--- src/hw/pusc_regs.svh ---
// power-up strap capture: field positions, codes and reset values
`ifndef PUSC_REGS_SVH
`define PUSC_REGS_SVH

`define PUSC_IMAGE_RESET        32'h0000_0000
`define PUSC_BUS_HI             31
`define PUSC_BUS_LO             30
`define PUSC_BASE_HI            29
`define PUSC_BASE_LO            27
`define PUSC_MODE_BIT           26
`define PUSC_LEGACY_BIT         25
`define PUSC_RSV24_BIT          24
`define PUSC_RSV_HI             23
`define PUSC_RSV_LO             16
`define PUSC_DAC_HI             15
`define PUSC_DAC_LO             12
`define PUSC_RSV11_HI           11
`define PUSC_RSV11_LO           9
`define PUSC_EXTREG_BIT         8
`define PUSC_CLK_HI             7
`define PUSC_CLK_LO             5
`define PUSC_DEPTH_BIT          4
`define PUSC_SAM_BIT            3
`define PUSC_PROM_HI            2
`define PUSC_PROM_LO            1
`define PUSC_BOARD_BIT          0
`define PUSC_BASE_0             16'h9100
`define PUSC_BASE_1             16'h9110
`define PUSC_BASE_2             16'h9120
`define PUSC_BASE_3             16'h9130
`define PUSC_CLOCK_SELECT_OUT_EXTREG_BIT   2
// edges in capture state before the synchroniser holds only post-release samples
`define PUSC_SYNC_FILL          2'h2

`endif

--- src/hw/pusc_pkg.sv ---
// power-up strap capture: shared types
package pusc_pkg;
    typedef enum logic [1:0] {
        PUSC_BUS_TEST = 2'h0,
        PUSC_BUS_PCI  = 2'h1,
        PUSC_BUS_VLB  = 2'h2,
        PUSC_BUS_RSV  = 2'h3
    } pusc_bus_type;

    typedef enum logic [3:0] {
        PUSC_DAC_STD  = 4'h0,
        PUSC_DAC_WIDE = 4'h8
    } pusc_dac_type;

    typedef enum logic [2:0] {
        PUSC_CLK_CLOCK_GENERATOR_KIND = 3'h0,
        PUSC_CLK_FIXED = 3'h1
    } pusc_clk_type;

    typedef enum logic [1:0] {
        PUSC_ST_RESET   = 2'h0,
        PUSC_ST_CAPTURE = 2'h1,
        PUSC_ST_HOLD    = 2'h2
    } pusc_state_type;
endpackage : pusc_pkg

--- src/hw/pusc_sync.sv ---
// power-up strap capture: three-stage pin synchroniser with agreement detect
`timescale 1ns/10ps
`include "pusc_regs.svh"
module pusc_sync #(
    parameter int WIDTH = 32
) (
    // clock and reset
    input  wire logic             clock_in,
    input  wire logic             reset_n_in,
    // pins and synchronised result
    input  wire logic [WIDTH-1:0] pin_in,
    output logic      [WIDTH-1:0] level_out,
    output logic                  stable_out
);
    logic [WIDTH-1:0] s1_q;
    logic [WIDTH-1:0] s2_q;
    logic [WIDTH-1:0] s3_q;

    // first stage feeds only the second
    always_ff @(posedge clock_in) begin
        if (!reset_n_in) begin
            s1_q <= '0;
            s2_q <= '0;
            s3_q <= '0;
        end else begin
            s1_q <= pin_in;
            s2_q <= s1_q;
            s3_q <= s2_q;
        end
    end

    assign level_out  = s3_q;
    assign stable_out = (s2_q == s3_q);
endmodule : pusc_sync

--- src/hw/pusc_core.sv ---
// power-up strap capture: samples the data bus after reset and holds the image
//
// How it works
// - on reset release, sample the data bus once as power-up configuration
// - weak internal pull-down on every data bit; unstrapped bits read zero
// - captured levels held in a 32-bit read-only image register
// - bit 26 gives initial operating mode: 0 native, 1 emulation
// - bit 25 gives initial legacy display presence; 1 means absent
// - bits 15:12 give palette dac type: 0000 family, 1000 wide dac
// - bit 8 flags external board registers, reached when clock select bit 2 set
// - bits 7:5 clock arrangement: 000 synthesizer, 001 fixed memory clock
// - bit 4 memory chip depth: 0 deep 256k, 1 deep 128k
// - bit 3 serial buffer size: 0 full, 1 half shift registers
// - bits 2:1 identify serial prom; 00 is 128x8 two-wire or none
// - bit 0 board location: 0 motherboard, 1 add-in board
`timescale 1ns/10ps
`include "pusc_regs.svh"
module pusc_core #(
    parameter int WIDTH = 32
) (
    // clock and reset
    input  wire logic             clock_in,
    input  wire logic             reset_n_in,
    // frame buffer data bus pins
    input  wire logic [WIDTH-1:0] data_bus_in,
    output logic      [WIDTH-1:0] data_pull_oe_out,
    output logic      [WIDTH-1:0] data_pull_level_out,
    // software read port
    input  wire logic             image_read_in,
    output logic      [WIDTH-1:0] power_up_strap_image_out,
    output logic                  image_valid_out,
    // decoded straps
    output pusc_pkg::pusc_bus_type host_bus_out,
    output logic                  host_bus_reserved_out,
    output logic      [15:0]      config_port_base_select_out,
    output logic                  config_port_base_valid_out,
    output logic                  initial_operating_mode_out,
    output logic                  initial_legacy_absent_out,
    output logic      [7:0]       pci_sub_class_out,
    output pusc_pkg::pusc_dac_type palette_dac_type_out,
    output logic                  palette_dac_known_out,
    output logic                  ext_regs_present_out,
    input  wire logic [2:0]       clock_select_out_in,
    output logic                  ext_regs_select_out,
    output pusc_pkg::pusc_clk_type clock_generator_kind_out,
    output logic                  fixed_memory_clock_out,
    output logic                  memory_depth_128k_out,
    output logic                  serial_buffer_size_half_out,
    output logic      [1:0]       serial_prom_type_out,
    output logic                  add_in_board_out,
    output logic                  strap_fault_out
);
    // ------------------------------------------------------------
    // synchronised pins
    // ------------------------------------------------------------
    logic [WIDTH-1:0] bus_level;
    logic             bus_stable;

    pusc_sync #(
        .WIDTH (WIDTH)
    ) u_sync (
        .clock_in   (clock_in),
        .reset_n_in (reset_n_in),
        .pin_in     (data_bus_in),
        .level_out  (bus_level),
        .stable_out (bus_stable)
    );

    // weak pull-down: enable stays high, level is low, so a bare pin reads zero
    assign data_pull_oe_out    = {WIDTH{1'b1}};
    assign data_pull_level_out = '0;

    // ------------------------------------------------------------
    // capture sequencer
    // ------------------------------------------------------------
    pusc_pkg::pusc_state_type state_q;
    pusc_pkg::pusc_state_type state_d;
    logic [WIDTH-1:0]         image_q;
    logic                     take;
    logic [1:0]               fill_q;
    logic [1:0]               fill_d;
    wire                      in_capture = (state_q == pusc_pkg::PUSC_ST_CAPTURE);
    wire                      filled     = (fill_q == `PUSC_SYNC_FILL);

    // reset zeros agree too, so agreement alone would take an empty pipe
    assign fill_d = (in_capture && !filled) ? 2'(fill_q + 2'h1) : fill_q;
    // wait for the synchroniser to settle so a half-updated pipe is never taken
    assign take = in_capture && filled && bus_stable;

    always_ff @(posedge clock_in) begin
        if (!reset_n_in) begin
            fill_q <= 2'h0;
        end else begin
            fill_q <= fill_d;
        end
    end

    always_comb begin
        case (state_q)
            pusc_pkg::PUSC_ST_RESET:   state_d = pusc_pkg::PUSC_ST_CAPTURE;
            pusc_pkg::PUSC_ST_CAPTURE: state_d = take ? pusc_pkg::PUSC_ST_HOLD
                                                      : pusc_pkg::PUSC_ST_CAPTURE;
            pusc_pkg::PUSC_ST_HOLD:    state_d = pusc_pkg::PUSC_ST_HOLD;
            default:                   state_d = pusc_pkg::PUSC_ST_RESET;
        endcase
    end

    always_ff @(posedge clock_in) begin
        if (!reset_n_in) begin
            state_q <= pusc_pkg::PUSC_ST_RESET;
        end else begin
            state_q <= state_d;
        end
    end

    // one sample only; hold state never reloads, so later bus traffic is ignored
    always_ff @(posedge clock_in) begin
        if (!reset_n_in) begin
            image_q <= `PUSC_IMAGE_RESET;
        end else if (take) begin
            image_q <= bus_level;
        end
    end

    // read-only: there is no write path at all
    assign power_up_strap_image_out = image_q;
    assign image_valid_out = (state_q == pusc_pkg::PUSC_ST_HOLD);

    // ------------------------------------------------------------
    // field decode
    // ------------------------------------------------------------
    function automatic logic [15:0] base_of(input logic [2:0] code);
        case (code)
            3'h0:    base_of = `PUSC_BASE_0;
            3'h2:    base_of = `PUSC_BASE_1;
            3'h4:    base_of = `PUSC_BASE_2;
            3'h6:    base_of = `PUSC_BASE_3;
            default: base_of = `PUSC_BASE_0;
        endcase
    endfunction : base_of

    wire [1:0] bus_field   = image_q[`PUSC_BUS_HI:`PUSC_BUS_LO];
    wire [2:0] base_field  = image_q[`PUSC_BASE_HI:`PUSC_BASE_LO];
    wire [3:0] dac_field   = image_q[`PUSC_DAC_HI:`PUSC_DAC_LO];
    wire [2:0] clk_field   = image_q[`PUSC_CLK_HI:`PUSC_CLK_LO];
    wire       rsv_bad     = image_q[`PUSC_RSV24_BIT]
                           | (|image_q[`PUSC_RSV11_HI:`PUSC_RSV11_LO]);

    assign host_bus_out          = pusc_pkg::pusc_bus_type'(bus_field);
    assign host_bus_reserved_out = (bus_field == pusc_pkg::PUSC_BUS_TEST)
                                 | (bus_field == pusc_pkg::PUSC_BUS_RSV);

    // odd codes are unassigned; fall back to the first group and flag it
    assign config_port_base_select_out = base_of(base_field);
    assign config_port_base_valid_out  = ~base_field[0];

    assign initial_operating_mode_out = image_q[`PUSC_MODE_BIT];
    assign initial_legacy_absent_out  = image_q[`PUSC_LEGACY_BIT];
    // sub-class 80h when legacy display absent, otherwise display controller 00h
    assign pci_sub_class_out = image_q[`PUSC_LEGACY_BIT] ? 8'h80 : 8'h00;

    assign palette_dac_type_out  = pusc_pkg::pusc_dac_type'(dac_field);
    assign palette_dac_known_out = (dac_field == pusc_pkg::PUSC_DAC_STD)
                                 | (dac_field == pusc_pkg::PUSC_DAC_WIDE);

    assign ext_regs_present_out = image_q[`PUSC_EXTREG_BIT];
    assign ext_regs_select_out  = image_q[`PUSC_EXTREG_BIT]
                                & clock_select_out_in[`PUSC_CLOCK_SELECT_OUT_EXTREG_BIT];

    assign clock_generator_kind_out = pusc_pkg::pusc_clk_type'(clk_field);
    // fixed clock mode relies on the board supplying 50 mhz as dac reference
    assign fixed_memory_clock_out = (clk_field == pusc_pkg::PUSC_CLK_FIXED);

    assign memory_depth_128k_out       = image_q[`PUSC_DEPTH_BIT];
    assign serial_buffer_size_half_out = image_q[`PUSC_SAM_BIT];
    assign serial_prom_type_out        = image_q[`PUSC_PROM_HI:`PUSC_PROM_LO];
    assign add_in_board_out            = image_q[`PUSC_BOARD_BIT];

    // reports a board that broke the must-be-zero straps; bits 23:16 left free
    assign strap_fault_out = rsv_bad;

    wire unused_read = image_read_in;
endmodule : pusc_core

--- config.mk ---
export PLATFORM = sky130hd
export DESIGN_NAME = pusc_core
export DESIGN_NICKNAME = d
export VERILOG_FILES = /design/src/hw/pusc_pkg.sv /design/src/hw/pusc_sync.sv /design/src/hw/pusc_core.sv
export VERILOG_INCLUDE_DIRS = /design/src /design/src/hw
export SDC_FILE = /design/constraint.sdc
export NUM_CORES = 1
export LEC_CHECK = 0
export BUFFER_PORTS_ARGS = -buffer_cell sky130_fd_sc_hd__buf_2
export CELL_PAD_IN_SITES_DETAIL_PLACEMENT = 1
export CELL_PAD_IN_SITES_GLOBAL_PLACEMENT = 1
export CORE_MARGIN = 2
export CORE_UTILIZATION = 37
export CTS_CLUSTER_DIAMETER = 150
export DETAILED_ROUTE_END_ITERATION = 10
export PLACE_DENSITY = 0.87
export SLEW_MARGIN = 15
export SYNTH_ARGS = -nofsm -noshare
export SYNTH_HDL_FRONTEND = slang
export SYNTH_SLANG_ARGS = --single-unit
--- constraint.sdc ---
create_clock -name clock_in -period 2.15 [get_ports clock_in]
set_input_delay 0.215 -clock clock_in [delete_from_list [all_inputs] [get_ports clock_in]]
set_output_delay 0.215 -clock clock_in [all_outputs]
set_load 0.02 [all_outputs]
* Word-level counts from Yosys, hierarchy flattened
Cells that the tools add are included.
** Cells by class
- Add/subtract/negate cells :: 1
- Eq/ne operators :: 10
- Muxes and demuxes :: 4
- Bitwise operators :: 5
- Reductions and logical operators :: 8
** Operator list (number)
- $eq A32 B32 Y1 :: 1
- $pmux W6 S3 :: 1
- $mux W8 :: 1
- $eq A2 B2 Y1 const B :: 3
- $eq A3 B3 Y1 const B :: 2
- $pmux W2 S3 :: 1
- $eq A4 B4 Y1 const B :: 1
- $logic_not A2 Y1 :: 2
- $logic_not A4 Y1 :: 1
- $eq A3 B1 Y1 const B :: 1
- $eq A3 B2 Y1 const B :: 1
- $logic_and A1 B1 Y1 :: 3
- $or A1 B1 Y1 :: 3
- $reduce_or A3 Y1 :: 1
- $add A2 B1 Y2 const B :: 1
- $eq A2 B1 Y1 const B :: 1
- $mux W2 :: 1
- $and A1 B1 Y1 :: 1
- $logic_not A1 Y1 :: 1
- $not A1 Y1 :: 1
** Storage, ports and cells
- Flip-flop bits (word level) :: 132
- Input bits :: 38
- Output and inout port bits :: 144
- Logic and storage cells :: 34

* Longest topological paths before layout
- Depth in word-level cells :: 5
- Depth in mapped cells :: 7
- Mapped depth without buffers :: 6

* By module
A second synthesis with hierarchy kept.
** Unflattened totals
- Cells, all modules :: 515
- Area total of the unflattened synthesis :: 5207.5 sq um
** Modules (own cells, without submodules)
- pusc_sync :: times used 1, cells an instance 245, area each 2919.0 sq um, sequential area each 1921.8 sq um
- pusc_core :: times used 1, cells an instance 270, area each 2288.4 sq um, sequential area each 720.7 sq um

* Worst setup path after synthesis
OpenSTA, ideal clock, no wires.
- Path type :: reg2reg
- Start :: reg u_sync.s3_q[9] (netlist: u_sync.level_out[9])
- End :: reg image_q[10] (netlist: power_up_strap_image_out[10])
- Setup time :: 0.120 ns
- Data arrival time :: 1.431 ns
- Data required time :: 2.030 ns
- Setup slack :: 0.600 ns
- Cell stages (with the launch flop) :: 7
- Path buffers :: 1
- Period minus slack after synthesis :: 1.550 ns
- Cells stage by stage :: dfxtp_1 -> nor2b_1 -> a2111o_1 -> nor3_2 -> nand4_4 -> buf_6 -> mux2i_1
** On the way
- Word-level cells in the longest chain between the ends :: 2
** Ends and longest elaborated chain
- start, declared :: RTL line pusc_sync.sv:17 : logic [WIDTH-1:0] s3_q;
- start signal, assigned :: RTL line pusc_sync.sv:28 : s3_q <= s2_q;
- $eq A32 B32 Y1 :: RTL line pusc_sync.sv:33 : assign stable_out = (s2_q == s3_q);
- $logic_and A1 B1 Y1 :: RTL line pusc_core.sv:88 : assign take = in_capture && filled && bus_stable;
- end signal, assigned :: RTL line pusc_core.sv:119 : image_q <= `PUSC_IMAGE_RESET;
- end signal, assigned :: RTL line pusc_core.sv:121 : image_q <= bus_level;
- end, declared :: RTL line pusc_core.sv:78 : logic [WIDTH-1:0] image_q;
No other way between the ends.
A chain may end at the register's enable or synchronous reset.

* Worst setup path in the final report
- Start :: reg u_sync.s3_q[21] (netlist: u_sync.level_out[21])
- End :: reg state_q[0]
** On the way
- Word-level cells in the longest chain between the ends :: 4
** Ends and longest elaborated chain
- $eq A32 B32 Y1 :: RTL line pusc_sync.sv:33
- $logic_and A1 B1 Y1 :: RTL line pusc_core.sv:88
- $mux W2 :: RTL line pusc_core.sv:101 : pusc_pkg::PUSC_ST_CAPTURE: state_d = take ? pusc_pkg::PUSC_ST_HOLD
- $pmux W2 S3 :: RTL line pusc_core.sv:99 : case (state_q)
- end signal, assigned :: RTL line pusc_core.sv:110 : state_q <= pusc_pkg::PUSC_ST_RESET;
- end signal, assigned :: RTL line pusc_core.sv:112 : state_q <= state_d;
- end, declared :: RTL line pusc_core.sv:76 : pusc_pkg::pusc_state_type state_q;
No other way between the ends.

==> out/results.txt <==
Distinct cells, synth - 26
Vias per std cell - 4.18
Crit path max-delay family - simple AND/OR/NAND/NOR gates
Critical Path Slowest Stage Cell - nor3_1
Vias - 3296
First DRT Iteration DRCs - 181
Initial antenna violation count - 0
Top-level port count - 182
Area delta synth->final - 15.3%
Final Wtd Congestion - 0.777
Type of the most critical hold path - input pin to register
Switching pwr - 1.35 mW
# Post-CTS Setup Buffers - 0
Share of cells above drive strength 1 - 21.2%
Core ar. - 0.0138 mm²
Post-synth top area cell - dfxtp_1
Number of global-route vias before repair - 3337
CTS root buffer - clkbuf_16
Seq cells post-synth - 132
Starting density of the core - 37.7%
Post-Syn Area - 0.00522 mm²
Clk_lat worst skew - 0.41 ns
CTS buffer count - 17
Critical Path Sink Type - register
Hold wc startpoint - data_bus_in[11]
Syn_area_per_cell - 10.0 µm²
Worst Path Arrival - 2.12 ns
Clock Pin Slew Worst Setup and Hold Paths - 0.06 ns
Congestion Overflow GR - 0
Final #Nets - 635
Startpoint Class - register
Port Buffers - 93
HPWL Detailed - 7790 µm
Total die area - 0.0151 mm²
DRT Pass-1 Iters - 4
Clk sink count - 132
Crit-path cells - xnor2_1 > nand4_1 > nor3_1 > nand4_4 > buf_12 > and3b_1
Max frequency - 551 MHz
PD cells - 971 mW/mm²
WP buf/inv - 1
Final setup viols - 0
Total GRT Usage - 15.7%
Floorplan row count - 43
Max clock buf depth - 2
Final Cycle Share - 84.5%
CP Class - register to register
Status - finished, final reports clean
Antenna-violating nets left - 0
Share of the synthesized area in the top cell type - 50.6%
Global-route wire length before repair - 17700 µm
Die Wd - 123 µm
Chip height - 123 µm
Max-slew violation count - 0
CTS tree - yes
Yosys warns - 0
CP max stage delay - 0.37 ns
Largest cells by area after synthesis - dfxtp_1 51%, buf_4 15%, and2_1 12%
Drt wl/cell - 14.8 µm
RSZ-0062 raised after global routing - false
Pleak - 2.91 nW
Logic gate share of total power - 6.2%
Total detailed-routing wirelength - 11700 µm
DRC Markers - 0
Worst reg2reg startpoint - u_sync.level_out[21]
Worst Path Required - 2.45 ns
Final Hold Viols - 0
MaxCap Viol Count - 0
Peak VDD IR - 574 µV
Clock power frac - 49.8%
Tmin final - 1.82 ns
Sequential fraction of design power - 44.0%
ANT cells - 0
Gate Count Post-Synth - 520
Switching portion of total power - 23.2%
Clock skew - 0.00969 ns
Largest net degree at the start of global routing - 67
Critical Path Source - u_sync.level_out[21]
Seq/Total Area, Yosys - 50.6%
H-tree depth - 4
Overall power - 5.84 mW
Internal power - 4.49 mW
Crit Path Max Fanout - 34
Final setup TNS - 0 ns
cell usage in the layout (no fill, tap or decap), types with 6 or more instances in the layout:
cell | netlist | routed
dfxtp_1 | 132 | 132
and2_1 | 98 | 98
buf_2 | 0 | 92
xnor2_1 | 30 | 30
clkbuf_16 | 0 | 17
conb_1 | 2 | 85
nand2_1 | 65 | 65
mux2i_1 | 32 | 32
nor2b_1 | 7 | 7
nand4_1 | 6 | 6
logic make-up after synthesis:
logic type               Yosys count  share of synthesized area, %
buffers and inverters            128                          17.0
adder cells (fa/ha/maj)            1                         0.240
multiplexers                      32                          6.14
AO/OA/AOI/OAI                      4                         0.719
AND/OR/NAND/NOR                  191                          20.0
flip-flops                       132                          50.6
other                              2                         0.144
XOR/XNOR                          30                          5.03
state kept, by name, indices dropped and copies added (netlist names):
register                  flops
state_q                       2
u_sync.s2_q                  32
u_sync.s1_q                  32
u_sync.level_out             32
fill_q                        2
power_up_strap_image_out     32
final timing paths:
| path | endpoint | slack (ns) | depth (start not counted) |
|---|---|---|---|
| worst max register to register | state_q[0] | 0.33 | 6 |
| worst max-delay path | state_q[0] | 0.33 | 6 |
| worst min-delay path | u_sync.s1_q[11] | 0.01 | 2 |
| worst min register to register | u_sync.s2_q[30] | 0.43 | 1 |
cells in the mapped netlist (all sizes together):
master and count:
nand3 2, and3b 1, nor2 2, nor3b 1, a21boi 1, clkbuf 18, conb 2, xnor2 30
nand4 7, and2 98, ha 1, a2111o 1, nand2b 4, o2111ai 1, dfxtp 132, or4 1
nor3 3, inv 4, nand2 65, nor2b 7, mux2i 32, buf 106, o211a 1
routing by layer:
metal	part of all wire (%)	vias to the layer above	GRT usage (%)
met5	0	-	0
met4	1.7	0	6.82
met3	6.9	16	4.74
met2	51	133	27.7
met1	40	1555	17.4
li1	-	1592	-
per-stage QoR:
step	setup slack, ns	area (µm²)	hold WS (ns)	cells	util [%]
after floorplan	0.600	5530	0.342	603	-
after global placement	0.445	5400	0.416	756	39.1
after detailed placement	0.411	5400	0.421	756	39.1
after CTS	0.331	6020	0.00109	789	43.5
after global routing	0.224	6020	0.0115	789	43.5
final	0.334	6020	0.0125	789	43.5
timing repair:
action | in CTS | in global routing
gates resized for setup | 0 | 0
hold endpoints to repair | 1 | 0
hold buffers | 1 | 0
final cells by class:
cell class                      instances  area [µm²]
Fill cell                            1576        7810
Sequential cell                       132        2640
Multi-Input combinational cell        343        2000
Timing Repair Buffer                   98         533
Clock buffer                           20         447
Tap cell                              180         225
Clock inverter                         12         156
Inverter                                4        15.0
power by group through the flow:
stage / logic (mW) / clock network (mW) / registers (mW)
3_5_place_dp: 0.351 / 0 / 2.62
4_1_cts: 0.364 / 2.95 / 2.57
2_1_floorplan: 0.397 / 0 / 2.60
5_1_grt: 0.399 / 3.06 / 2.58
6_report: 0.365 / 2.91 / 2.57
3_3_place_gp: 0.336 / 0 / 2.61
Note: power is estimated with default switching activity, not from simulation.
